### config.mk
export PLATFORM = sky130hd
export DESIGN_NAME = adcs_sequencer
export DESIGN_NICKNAME = d
export VERILOG_FILES = /design/src/adcs_pkg.sv /design/src/adcs_sequencer.sv /design/src/adcs_clk_div.sv
export SDC_FILE = /design/constraint.sdc
export NUM_CORES = 1
export LEC_CHECK = 0
export ABC_AREA = 1
export ABC_CLOCK_PERIOD_IN_PS = 2600
export BUFFER_PORTS_ARGS = -buffer_cell sky130_fd_sc_hd__buf_2
export CAP_MARGIN = 10
export CORE_UTILIZATION = 50
export CTS_CLUSTER_DIAMETER = 100
export DETAILED_ROUTE_END_ITERATION = 8
export PLACE_DENSITY_LB_ADDON = 0.1
export RECOVER_POWER = 50
export SYNTH_ARGS = -nofsm -noshare
export SYNTH_HDL_FRONTEND = slang
export SYNTH_HIERARCHICAL = 1
export SYNTH_SLANG_ARGS = --single-unit
### constraint.sdc
create_clock -name aclk -period 2.6 [get_ports aclk]
set_input_delay 0.52 -clock aclk [delete_from_list [all_inputs] [get_ports aclk]]
set_output_delay 0.52 -clock aclk [all_outputs]
set_load 0.005 [all_outputs]
### src/adcs_pkg.sv
package adcs_pkg;
	localparam int ADDR_W = 5;
	localparam int DATA_W = 32;
	localparam int RES_W = 12;
	localparam int N_PINS = 6;
	localparam int N_INT = 5;
	localparam int DIV_W = 7;

	// register byte offsets
	localparam logic [ADDR_W-1:0] OFS_CTRL0 = 5'h00;
	localparam logic [ADDR_W-1:0] OFS_CTRL1 = 5'h04;
	localparam logic [ADDR_W-1:0] OFS_PINSEL = 5'h08;
	localparam logic [ADDR_W-1:0] OFS_RESH = 5'h0C;
	localparam logic [ADDR_W-1:0] OFS_RESL = 5'h10;
	localparam logic [ADDR_W-1:0] OFS_IRQ = 5'h14;

	// converter_control_0 fields
	localparam int C0_START = 0;
	localparam int C0_PWR = 1;
	localparam int C0_FMT = 2;
	localparam int C0_BUSY = 3;
	localparam int C0_CHAN = 4;
	// converter_control_1 fields
	localparam int C1_DIV = 0;
	localparam int C1_INS = 4;
	localparam int C1_REF = 8;
	// interrupt control fields
	localparam int IRQ_FLAG = 0;
	localparam int IRQ_EN = 1;
	localparam int IRQ_GLB = 2;

	// sequencing, counted in converter clock periods, then the first trial and full-scale codes
	localparam logic [3:0] SAMPLE_LAST = 4'h3;
	localparam logic [3:0] PHASE_LAST = 4'hF;
	localparam logic [RES_W-1:0] SAR_MSB = 12'h800;
	localparam logic [RES_W-1:0] FULL_SCALE = 12'hFFF;

	localparam logic [2:0] INS_EXT = 3'h0;
	localparam logic [2:0] INS_EXT_ALT0 = 3'h6;
	localparam logic [2:0] INS_EXT_ALT1 = 3'h7;
	localparam logic [1:0] REF_SUPPLY = 2'h1;
	localparam logic [1:0] REF_DAC = 2'h2;

	localparam logic [1:0] RESP_OKAY = 2'h0;
	localparam logic [1:0] RESP_SLVERR = 2'h2;

	typedef enum logic [1:0] {
		ADCS_IDLE    = 2'b00,
		ADCS_SAMPLE  = 2'b01,
		ADCS_CONVERT = 2'b10
	} adcs_state_t;
endpackage : adcs_pkg

### src/adcs_sequencer.sv
`timescale 1ns/1ns
`default_nettype none
module adcs_sequencer (
	input  wire logic                         aclk,            // system clock
	input  wire logic                         aresetn,         // sync reset, low
	input  wire logic [adcs_pkg::ADDR_W-1:0]  s_axi_awaddr,    // write address
	input  wire logic                         s_axi_awvalid,   // write address valid
	output logic                              s_axi_awready,   // write address ready
	input  wire logic [adcs_pkg::DATA_W-1:0]  s_axi_wdata,     // write data
	input  wire logic [3:0]                   s_axi_wstrb,     // byte enables
	input  wire logic                         s_axi_wvalid,    // write data valid
	output logic                              s_axi_wready,    // write data ready
	output logic [1:0]                        s_axi_bresp,     // write response
	output logic                              s_axi_bvalid,    // write response valid
	input  wire logic                         s_axi_bready,    // write response ready
	input  wire logic [adcs_pkg::ADDR_W-1:0]  s_axi_araddr,    // read address
	input  wire logic                         s_axi_arvalid,   // read address valid
	output logic                              s_axi_arready,   // read address ready
	output logic [adcs_pkg::DATA_W-1:0]       s_axi_rdata,     // read data
	output logic [1:0]                        s_axi_rresp,     // read response
	output logic                              s_axi_rvalid,    // read data valid
	input  wire logic                         s_axi_rready,    // read data ready
	input  wire logic                         comparator_high, // analog: input at or above trial
	input  wire logic [adcs_pkg::N_PINS-1:0]  port_pullup_req, // software pull-up per pin
	input  wire logic [adcs_pkg::N_PINS-1:0]  port_output_req, // port direction, 1 = output
	input  wire logic [adcs_pkg::N_PINS-1:0]  port_digital_req,// other pin function wanted
	output logic [adcs_pkg::N_PINS-1:0]       pin_pullup_en,   // pull-up actually on
	output logic [adcs_pkg::N_PINS-1:0]       pin_output_en,   // digital driver on
	output logic [adcs_pkg::N_PINS-1:0]       pin_digital_en,  // digital function on
	output logic [adcs_pkg::N_PINS-1:0]       analog_pin_0_to_5, // pin switched to converter
	output logic [adcs_pkg::N_INT-1:0]        internal_src_en, // amp1 out 0..2, dac, amp2
	output logic [2:0]                        reference_en,    // supply, dac ref, ext pin
	output logic                              converter_power, // analog power on
	output logic                              sample_hold,     // sampling phase active
	output logic [adcs_pkg::RES_W-1:0]        sar_trial,       // trial code to the dac
	output logic                              conv_busy_flag,  // conversion running
	output logic                              conv_irq_req     // interrupt to the cpu
);
	typedef struct packed {
		logic                        aw_full;
		logic [adcs_pkg::ADDR_W-1:0] aw_addr;
		logic                        w_full;
		logic [adcs_pkg::DATA_W-1:0] w_data;
		logic [3:0]                  w_strb;
		logic                        bvalid;
		logic [1:0]                  bresp;
		logic                        rvalid;
		logic [adcs_pkg::DATA_W-1:0] rdata;
		logic [1:0]                  rresp;
		logic                        start;
		logic                        start_d;
		logic                        pwr;
		logic                        fmt;
		logic [3:0]                  chan;
		logic [2:0]                  div;
		logic [2:0]                  ins;
		logic [1:0]                  refsel;
		logic [adcs_pkg::N_PINS-1:0] pinsel;
		logic                        irq_flag;
		logic                        irq_en;
		logic                        glb_en;
		logic                        busy;
		adcs_pkg::adcs_state_t       state;
		logic [3:0]                  phase;
		logic [adcs_pkg::RES_W-1:0]  sar;
		logic [adcs_pkg::RES_W-1:0]  result;
		logic                        cmp1;
		logic                        cmp2;
		logic                        cmp3;
		logic                        cmp;
	} adcs_regs_t;

	adcs_regs_t s_reg;
	adcs_regs_t s_next;
	logic       tick;
	logic       start_rise;
	logic       start_fall;
	logic       done;
	logic       ext_mode;
	logic       wr_go;
	logic       rd_go;
	logic [3:0] bit_idx;
	logic [7:0] res_hi;
	logic [7:0] res_lo;
	logic [adcs_pkg::DATA_W-1:0] wmask;
	logic [adcs_pkg::DATA_W-1:0] wval;
	logic [adcs_pkg::DATA_W-1:0] ctrl0;
	logic [adcs_pkg::DATA_W-1:0] ctrl1;
	logic [adcs_pkg::DATA_W-1:0] irqr;

	// divider restarts at every launch, the cpu keeps running meanwhile
	adcs_clk_div u_div (
		.aclk    (aclk),
		.aresetn (aresetn),
		.run     (s_reg.busy),
		.div_sel (s_reg.div),
		.tick    (tick)
	);

	assign s_axi_awready = !s_reg.aw_full && !s_reg.bvalid;
	assign s_axi_wready  = !s_reg.w_full && !s_reg.bvalid;
	assign s_axi_arready = !s_reg.rvalid;
	assign s_axi_bvalid  = s_reg.bvalid;
	assign s_axi_bresp   = s_reg.bresp;
	assign s_axi_rvalid  = s_reg.rvalid;
	assign s_axi_rdata   = s_reg.rdata;
	assign s_axi_rresp   = s_reg.rresp;

	assign start_rise = s_reg.start && !s_reg.start_d;
	assign start_fall = !s_reg.start && s_reg.start_d;
	assign done = s_reg.pwr && !start_rise && !start_fall && tick && s_reg.busy
		&& s_reg.phase == adcs_pkg::PHASE_LAST;
	assign bit_idx = adcs_pkg::PHASE_LAST - s_reg.phase;
	assign ext_mode = s_reg.ins == adcs_pkg::INS_EXT || s_reg.ins == adcs_pkg::INS_EXT_ALT0
		|| s_reg.ins == adcs_pkg::INS_EXT_ALT1;

	// pins handed to the converter lose every digital role
	assign pin_pullup_en  = port_pullup_req & ~s_reg.pinsel;
	assign pin_output_en  = port_output_req & ~s_reg.pinsel;
	assign pin_digital_en = port_digital_req & ~s_reg.pinsel;

	// channel codes above the last pin match no index and float the input
	genvar gi;
	generate
		for (gi = 0; gi < adcs_pkg::N_PINS; gi++) begin : g_ext
			assign analog_pin_0_to_5[gi] = s_reg.pwr && ext_mode
				&& s_reg.chan == 4'(gi);
		end
		for (gi = 0; gi < adcs_pkg::N_INT; gi++) begin : g_int
			assign internal_src_en[gi] = s_reg.pwr && s_reg.ins == 3'(gi + 1);
		end
	endgenerate

	assign reference_en[0] = s_reg.refsel == adcs_pkg::REF_SUPPLY;
	assign reference_en[1] = s_reg.refsel == adcs_pkg::REF_DAC;
	assign reference_en[2] = !reference_en[0] && !reference_en[1];
	assign converter_power = s_reg.pwr;
	assign sample_hold     = s_reg.state == adcs_pkg::ADCS_SAMPLE;
	assign sar_trial       = s_reg.sar;
	assign conv_busy_flag  = s_reg.busy;
	assign conv_irq_req    = s_reg.irq_flag && s_reg.irq_en && s_reg.glb_en;

	// result alignment as seen by the two byte registers
	always_comb begin
		if (s_reg.fmt) begin
			res_hi = {4'h0, s_reg.result[11:8]};
			res_lo = s_reg.result[7:0];
		end else begin
			res_hi = s_reg.result[11:4];
			res_lo = {s_reg.result[3:0], 4'h0};
		end
	end

	always_comb begin
		ctrl0 = '0;
		ctrl0[adcs_pkg::C0_START] = s_reg.start;
		ctrl0[adcs_pkg::C0_PWR] = s_reg.pwr;
		ctrl0[adcs_pkg::C0_FMT] = s_reg.fmt;
		ctrl0[adcs_pkg::C0_BUSY] = s_reg.busy;
		ctrl0[adcs_pkg::C0_CHAN +: 4] = s_reg.chan;
		ctrl1 = '0;
		ctrl1[adcs_pkg::C1_DIV +: 3] = s_reg.div;
		ctrl1[adcs_pkg::C1_INS +: 3] = s_reg.ins;
		ctrl1[adcs_pkg::C1_REF +: 2] = s_reg.refsel;
		irqr = '0;
		irqr[adcs_pkg::IRQ_FLAG] = s_reg.irq_flag;
		irqr[adcs_pkg::IRQ_EN] = s_reg.irq_en;
		irqr[adcs_pkg::IRQ_GLB] = s_reg.glb_en;
	end

	always_comb begin
		s_next = s_reg;
		wr_go = s_reg.aw_full && s_reg.w_full && !s_reg.bvalid;
		rd_go = s_axi_arvalid && !s_reg.rvalid;
		wmask = {{8{s_reg.w_strb[3]}}, {8{s_reg.w_strb[2]}},
			{8{s_reg.w_strb[1]}}, {8{s_reg.w_strb[0]}}};
		wval = '0;

		// write channel: address and data may arrive in either order
		if (s_axi_awvalid && s_axi_awready) begin
			s_next.aw_full = 1'b1;
			s_next.aw_addr = s_axi_awaddr;
		end
		if (s_axi_wvalid && s_axi_wready) begin
			s_next.w_full = 1'b1;
			s_next.w_data = s_axi_wdata;
			s_next.w_strb = s_axi_wstrb;
		end
		if (s_reg.bvalid && s_axi_bready) begin
			s_next.bvalid = 1'b0;
		end

		// converter sequence
		s_next.start_d = s_reg.start;
		s_next.cmp1 = comparator_high;
		s_next.cmp2 = s_reg.cmp1;
		s_next.cmp3 = s_reg.cmp2;
		if (s_reg.cmp2 == s_reg.cmp3) begin
			s_next.cmp = s_reg.cmp3;
		end
		if (!s_reg.pwr || start_rise) begin
			s_next.busy = 1'b0;
			s_next.state = adcs_pkg::ADCS_IDLE;
		end else if (start_fall) begin
			s_next.busy = 1'b1;
			s_next.state = adcs_pkg::ADCS_SAMPLE;
			s_next.phase = '0;
			s_next.sar = '0;
		end else if (tick && s_reg.busy) begin
			s_next.phase = s_reg.phase + 4'h1;
			if (s_reg.state == adcs_pkg::ADCS_SAMPLE) begin
				if (s_reg.phase == adcs_pkg::SAMPLE_LAST) begin
					s_next.state = adcs_pkg::ADCS_CONVERT;
					s_next.sar = adcs_pkg::SAR_MSB;
				end
			end else begin
				// keep the trial bit only if the input reached it
				s_next.sar[bit_idx] = s_reg.cmp;
				if (s_reg.phase != adcs_pkg::PHASE_LAST) begin
					s_next.sar[bit_idx - 4'h1] = 1'b1;
				end else begin
					s_next.result = s_next.sar;
					s_next.busy = 1'b0;
					s_next.state = adcs_pkg::ADCS_IDLE;
				end
			end
		end

		// register writes
		if (wr_go) begin
			s_next.aw_full = 1'b0;
			s_next.w_full = 1'b0;
			s_next.bvalid = 1'b1;
			s_next.bresp = adcs_pkg::RESP_OKAY;
			case (s_reg.aw_addr)
				adcs_pkg::OFS_CTRL0: begin
					wval = (ctrl0 & ~wmask) | (s_reg.w_data & wmask);
					s_next.start = wval[adcs_pkg::C0_START];
					s_next.pwr = wval[adcs_pkg::C0_PWR];
					s_next.fmt = wval[adcs_pkg::C0_FMT];
					s_next.chan = wval[adcs_pkg::C0_CHAN +: 4];
				end
				adcs_pkg::OFS_CTRL1: begin
					wval = (ctrl1 & ~wmask) | (s_reg.w_data & wmask);
					s_next.div = wval[adcs_pkg::C1_DIV +: 3];
					s_next.ins = wval[adcs_pkg::C1_INS +: 3];
					s_next.refsel = wval[adcs_pkg::C1_REF +: 2];
				end
				adcs_pkg::OFS_PINSEL: begin
					if (s_reg.w_strb[0]) begin
						s_next.pinsel = s_reg.w_data[adcs_pkg::N_PINS-1:0];
					end
				end
				adcs_pkg::OFS_IRQ: begin
					if (s_reg.w_strb[0]) begin
						s_next.irq_en = s_reg.w_data[adcs_pkg::IRQ_EN];
						s_next.glb_en = s_reg.w_data[adcs_pkg::IRQ_GLB];
						if (s_reg.w_data[adcs_pkg::IRQ_FLAG]) begin
							s_next.irq_flag = 1'b0;
						end
					end
				end
				adcs_pkg::OFS_RESH, adcs_pkg::OFS_RESL: begin
				end
				default: begin
					s_next.bresp = adcs_pkg::RESP_SLVERR;
				end
			endcase
		end
		// completion beats a same-cycle software clear
		if (done) begin
			s_next.irq_flag = 1'b1;
		end

		// register reads
		if (s_reg.rvalid && s_axi_rready) begin
			s_next.rvalid = 1'b0;
		end
		if (rd_go) begin
			s_next.rvalid = 1'b1;
			s_next.rresp = adcs_pkg::RESP_OKAY;
			case (s_axi_araddr)
				adcs_pkg::OFS_CTRL0: s_next.rdata = ctrl0;
				adcs_pkg::OFS_CTRL1: s_next.rdata = ctrl1;
				adcs_pkg::OFS_PINSEL: s_next.rdata = 32'(s_reg.pinsel);
				adcs_pkg::OFS_RESH: s_next.rdata = 32'(res_hi);
				adcs_pkg::OFS_RESL: s_next.rdata = 32'(res_lo);
				adcs_pkg::OFS_IRQ: s_next.rdata = irqr;
				default: begin
					s_next.rdata = '0;
					s_next.rresp = adcs_pkg::RESP_SLVERR;
				end
			endcase
		end
	end

	always_ff @(posedge aclk) begin
		if (!aresetn) begin
			s_reg <= '0;
		end else begin
			s_reg <= s_next;
		end
	end
endmodule : adcs_sequencer
`default_nettype wire

### src/adcs_clk_div.sv
`timescale 1ns/1ns
`default_nettype none
module adcs_clk_div (
	input  wire logic       aclk,    // system clock
	input  wire logic       aresetn, // sync reset, low
	input  wire logic       run,     // low holds the divider at phase zero
	input  wire logic [2:0] div_sel, // divide by 2**div_sel
	output logic            tick     // one-cycle converter clock enable
);
	typedef struct packed {
		logic [adcs_pkg::DIV_W-1:0] count;
	} adcs_div_t;

	adcs_div_t s_reg;
	adcs_div_t s_next;
	logic [adcs_pkg::DIV_W-1:0] mask;

	// restarting at launch keeps the first period a full one
	always_comb begin
		mask = adcs_pkg::DIV_W'((8'h01 << div_sel) - 8'h01);
		tick = run && ((s_reg.count & mask) == mask);
		s_next = s_reg;
		if (!run) begin
			s_next.count = '0;
		end else if (tick) begin
			s_next.count = '0;
		end else begin
			s_next.count = s_reg.count + adcs_pkg::DIV_W'(1);
		end
	end

	always_ff @(posedge aclk) begin
		if (!aresetn) begin
			s_reg <= '0;
		end else begin
			s_reg <= s_next;
		end
	end
endmodule : adcs_clk_div
`default_nettype wire

Word level (Yosys, flattened, before mapping)
Index checks and enable logic that the tools add are counted.
{"block": "classes", "eq_ne": 36, "magnitude_cmp": 4, "shifts": 1, "addsub": 5, "bitwise_logic": 18, "n_mux": 30, "n_reduce_logical": 77, "div_mod_pow": 0, "multipliers": 0}
{"operator": "$mux W12", "n": 5}
{"operator": "$pmux W10 S6", "n": 1}
{"operator": "$logic_and A1 B1 Y1", "n": 35}
{"operator": "$mux W35", "n": 1}
{"operator": "$mux W31", "n": 1}
{"operator": "$and A10 B10 Y10", "n": 2}
{"operator": "$eq A5 B4 Y1 const B", "n": 4}
{"operator": "$eq A5 B5 Y1 const B", "n": 4}
{"operator": "$mux W19", "n": 1}
{"operator": "$and A6 B6 Y6", "n": 3}
{"operator": "$reduce_and A3 Y1", "n": 6}
{"operator": "$mux W8", "n": 2}
{"operator": "$mux W3", "n": 5}
{"operator": "$reduce_bool A2 Y1", "n": 7}
{"operator": "$bwmux W12", "n": 1}
{"operator": "$eq A3 B3 Y1 const B", "n": 4}
{"operator": "$eq A4 B2 Y1 const B", "n": 3}
{"operator": "$or A12 B12 Y12", "n": 1}
{"operator": "$reduce_or A6 Y1", "n": 2}
{"operator": "$logic_not A1 Y1", "n": 11}
{"operator": "$eq A5 B3 Y1 const B", "n": 2}
{"operator": "$logic_not A5 Y1", "n": 2}
{"operator": "$lt A4 B5 Y1 const B", "n": 2}
{"operator": "$not A10 Y10", "n": 1}
{"operator": "38 further kinds", "n": 65}
{"block": "totals", "romBits": 0, "word_cells": 204, "mem_bits_rw": 0, "latchBits": 0, "n_memories": 0, "reg_bits": 124}

Longest topological paths before layout
{"block": "depth", "word_depth": 11, "ltp_mapped": 17, "mapped_depth_nobuf": 16}

Modules after synthesis
Netlist, hierarchy kept.
{"mod": "adcs_sequencer", "area_per_inst_um2": 5107.4, "n_inst": 1, "cells_each": 751, "seq_area_each_um2": 1861.8}
{"mod": "adcs_clk_div", "area_per_inst_um2": 344.1, "n_inst": 1, "cells_each": 46, "seq_area_each_um2": 140.1}

Least setup slack after synthesis
Ideal clock, no wire load.
{"block": "synth_timing", "path_kind": "register to output", "startpoint": "register with a tool-made name", "endpoint": "output port analog_pin_0_to_5[1] (netlist name)", "arrival_time_ns": 1.081, "path_stages_with_launch": 7, "path_buffers": 0, "path_slack_ns": 0.999, "path_cell_list": "dfxtp_1 -> inv_2 -> nor2_1 -> inv_1 -> o22ai_2 -> nand3_1 -> nor3_1"}
{"element": "end, declared", "line": "adcs_sequencer.sv:30", "text": "output logic [adcs_pkg::N_PINS-1:0] analog_pin_0_to_5,"}

==> out/metrics.yaml <==
outcome:
  outcome: "finished, final reports clean"
layout:
  drive_above_1_share_pct: 17.6
  layout_common_cells: "nand2_1 (173), nor2_1 (118), dfxtp_1 (100)"
  final_common_cell: "nand2_1"
  fin_nets: 958
  fin_area_sq_um: 5960
  n_antenna_cell: 0
  area_growth_pct: 9.32
clock_tree:
  h-tree-depth: 3
  cts_tree: "built"
  cts_setup_buffers: 0
  cts-root-buf: "clkbuf_8"
  clock_sinks: 100
  clk_latency_ns: 0.38
  cts_made_buffers: 9
  postCtsHoldBufs: 0
  clk_pin_slew_ns: 0.09
  cts_resized: 0
  clockBufferDepth: 2
timing:
  rsz0062_at_grt: "no"
  setup-violations-final: 0
  worstMarginPinSlew_ns: 1.32
  fmax_ghz: 0.439
  fin_crit_ns: 2.28
  worst_slack_ns: 0.322
  period_share_pct: 87.6
  relSlewSlack_pct: 11.8
  fin_setup_tns_ns: 0
  finalHoldViolCount: 0
  fin_worst_skew_ns: 0.0138
  finalMaxSlewViolations: 0
synthesis:
  ys_types: 42
  synth_edf_count: 0
  netlist_area_sq_um: 5450
  ys_warn_count: 6
  ys_top_cells_by_area: "dfxtp_1 (37%), nand2_1 (12%), nor2_1 (8.1%), buf_4 (6.7%), o21ai_0 (6.2%)"
  async_flop_share_pct: 0
  yosys.area.top_type: "dfxtp_1"
  synth_ff_type: "dfxtp_1"
  syn_inst: 797
  yosysSeqAreaShare_pct: 36.7
  synth_area_per_cell_sq_um: 6.84
  synth_top_area_share_pct: 36.7
  synth-seq-cells: 100
setup_path:
  cp_max_fo: 5
  required_ns: 2.08
  worstPathArrival_ns: 1.76
  path_class: "reg2out"
  r2r_slack_ns: 0.69
  end_kind: "primary output"
  critPathLaunchType: "flip-flop"
detailed_routing:
  drt-pass1-iter-count: 5
  drt_iter0_drc: 297
  drc: 0
  num_vias: 5103
  post_drt_via_cell_ratio: 5.02
  finalWirelength_um: 13600
  avgRoutedWirePerCell_um: 13.4
  ant_nets: 0
floorplan:
  io_pins: 161
  die_area_sq_um: 11300
  die_w_um: 106
  die_h_um: 106
  core.rowCount: 37
  start_util_pct: 52.1
  core-area_sq_um: 10500
pwr:
  swShare_pct: 26.6
  pwr-share-seq_pct: 56.8
  p_sw_mw: 0.755
  power_frac_clock_pct: 34.4
  internal-power_mw: 2.08
  worst_ir_drop_vdd_mv: 0.251
  pwr-share-comb_pct: 8.7
  leakagePower_nw: 2.81
  power.density_nw_per_um2: 477
placed_design:
  placed_area_sq_um: 5800
  portBuffers: 112
  place_ws_ns: 0.700
  dp_hpwl_um: 10400
  gp_congestion: 0.903
grt:
  grt_max_degree: 36
  grt_pass1_vias: 4553
  antenna_found_initial: 0
  grt_first_pass_wirelength_um: 22100
  overflow: 0
  grt.total_usage_pct: 24.9
run:
  cap_violations: 0
worst_hold_path:
  min_path_type: "in2reg"
## worst paths after layout
kind,from,endpoint,cells past startpoint
setup reg to reg,s_reg[28],sar_trial[0],9
hold / removal,comparator_high,s_next[2],3
setup / recovery,flip-flop,analog_pin_0_to_5[2],7
hold reg to reg,s_next[2],s_next[1],2
## stage by stage
step	cells	power, mW	util [%]	hold WS (ns)
floorplan	820	1.83	-	0.390
global placement	1001	1.89	55.4	0.395
detailed placement	1001	1.90	55.4	0.402
CTS	1017	2.87	57.2	0.319
global route	1017	2.97	57.0	0.343
finish	1017	2.84	57.0	0.329
## worst max-delay path, cell delays in order (launching register included)
cell and delay (ns):
dfxtp_1 0.51, inv_2 0.10, nor2_1 0.15, inv_1 0.08, o22ai_2 0.13, nand3_1 0.14, nor3_1 0.14, buf_2 0.13
## layout make-up
cell class / instances / area (sq um)
Multi-Input combinational cell: 554 / 2670
Inverter: 97 / 375
Fill cell: 1042 / 4500
Sequential cell: 100 / 2000
Clock buffer: 11 / 151
Timing Repair Buffer: 114 / 548
Clock inverter: 5 / 42.5
Tap cell: 136 / 170
## cell families after synthesis
group                      Yosys count  share of synthesized area (%)
buffers and inverters              166                           15.8
other                                1                         0.0688
and+or+nand+nor                    369                           30.0
xor gates and xnor gates             5                          0.803
AOI/OAI and AO/OA                  146                           14.2
DFF                                100                           36.7
adders and majority gates           10                           2.30
## power groups by stage
stage	combinational, mW	sequential, mW	clock (mW)
2_1_floorplan	0.195	1.64	0
4_1_cts	0.252	1.61	1.00
5_1_grt	0.287	1.62	1.06
3_3_place_gp	0.246	1.65	0
3_5_place_dp	0.251	1.65	0
6_report	0.248	1.61	0.978
## metal layers
| metal | global-route usage, % | routed length, um | vias up |
|---|---|---|---|
| met5 | 0 | 0 | - |
| met4 | 7.93 | 157 | 0 |
| met3 | 2.45 | 592 | 14 |
| met2 | 39.6 | 6120 | 145 |
| met1 | 35.2 | 6750 | 2324 |
| li1 | - | - | 2620 |
## cells in the mapped netlist (2+ instances only)
library cell and instances:
clkbuf_1 9, nand4_1 18, o211ai_1 2, o21ai_0 67, inv_1 83, nand2_1 173
a31oi_1 4, nand3_1 28, nor2_2 8, a21boi_0 3, buf_2 8, inv_2 10
nand3_2 6, xnor2_1 2, buf_4 49, a21oi_1 61, nor2_1 117, nor2_4 5
nor3_1 4, dfxtp_1 100, ha_1 10, o21ai_1 4, xor2_1 3, nand2_2 2
nand2_4 4
Power figures use the tool's default switching activity.
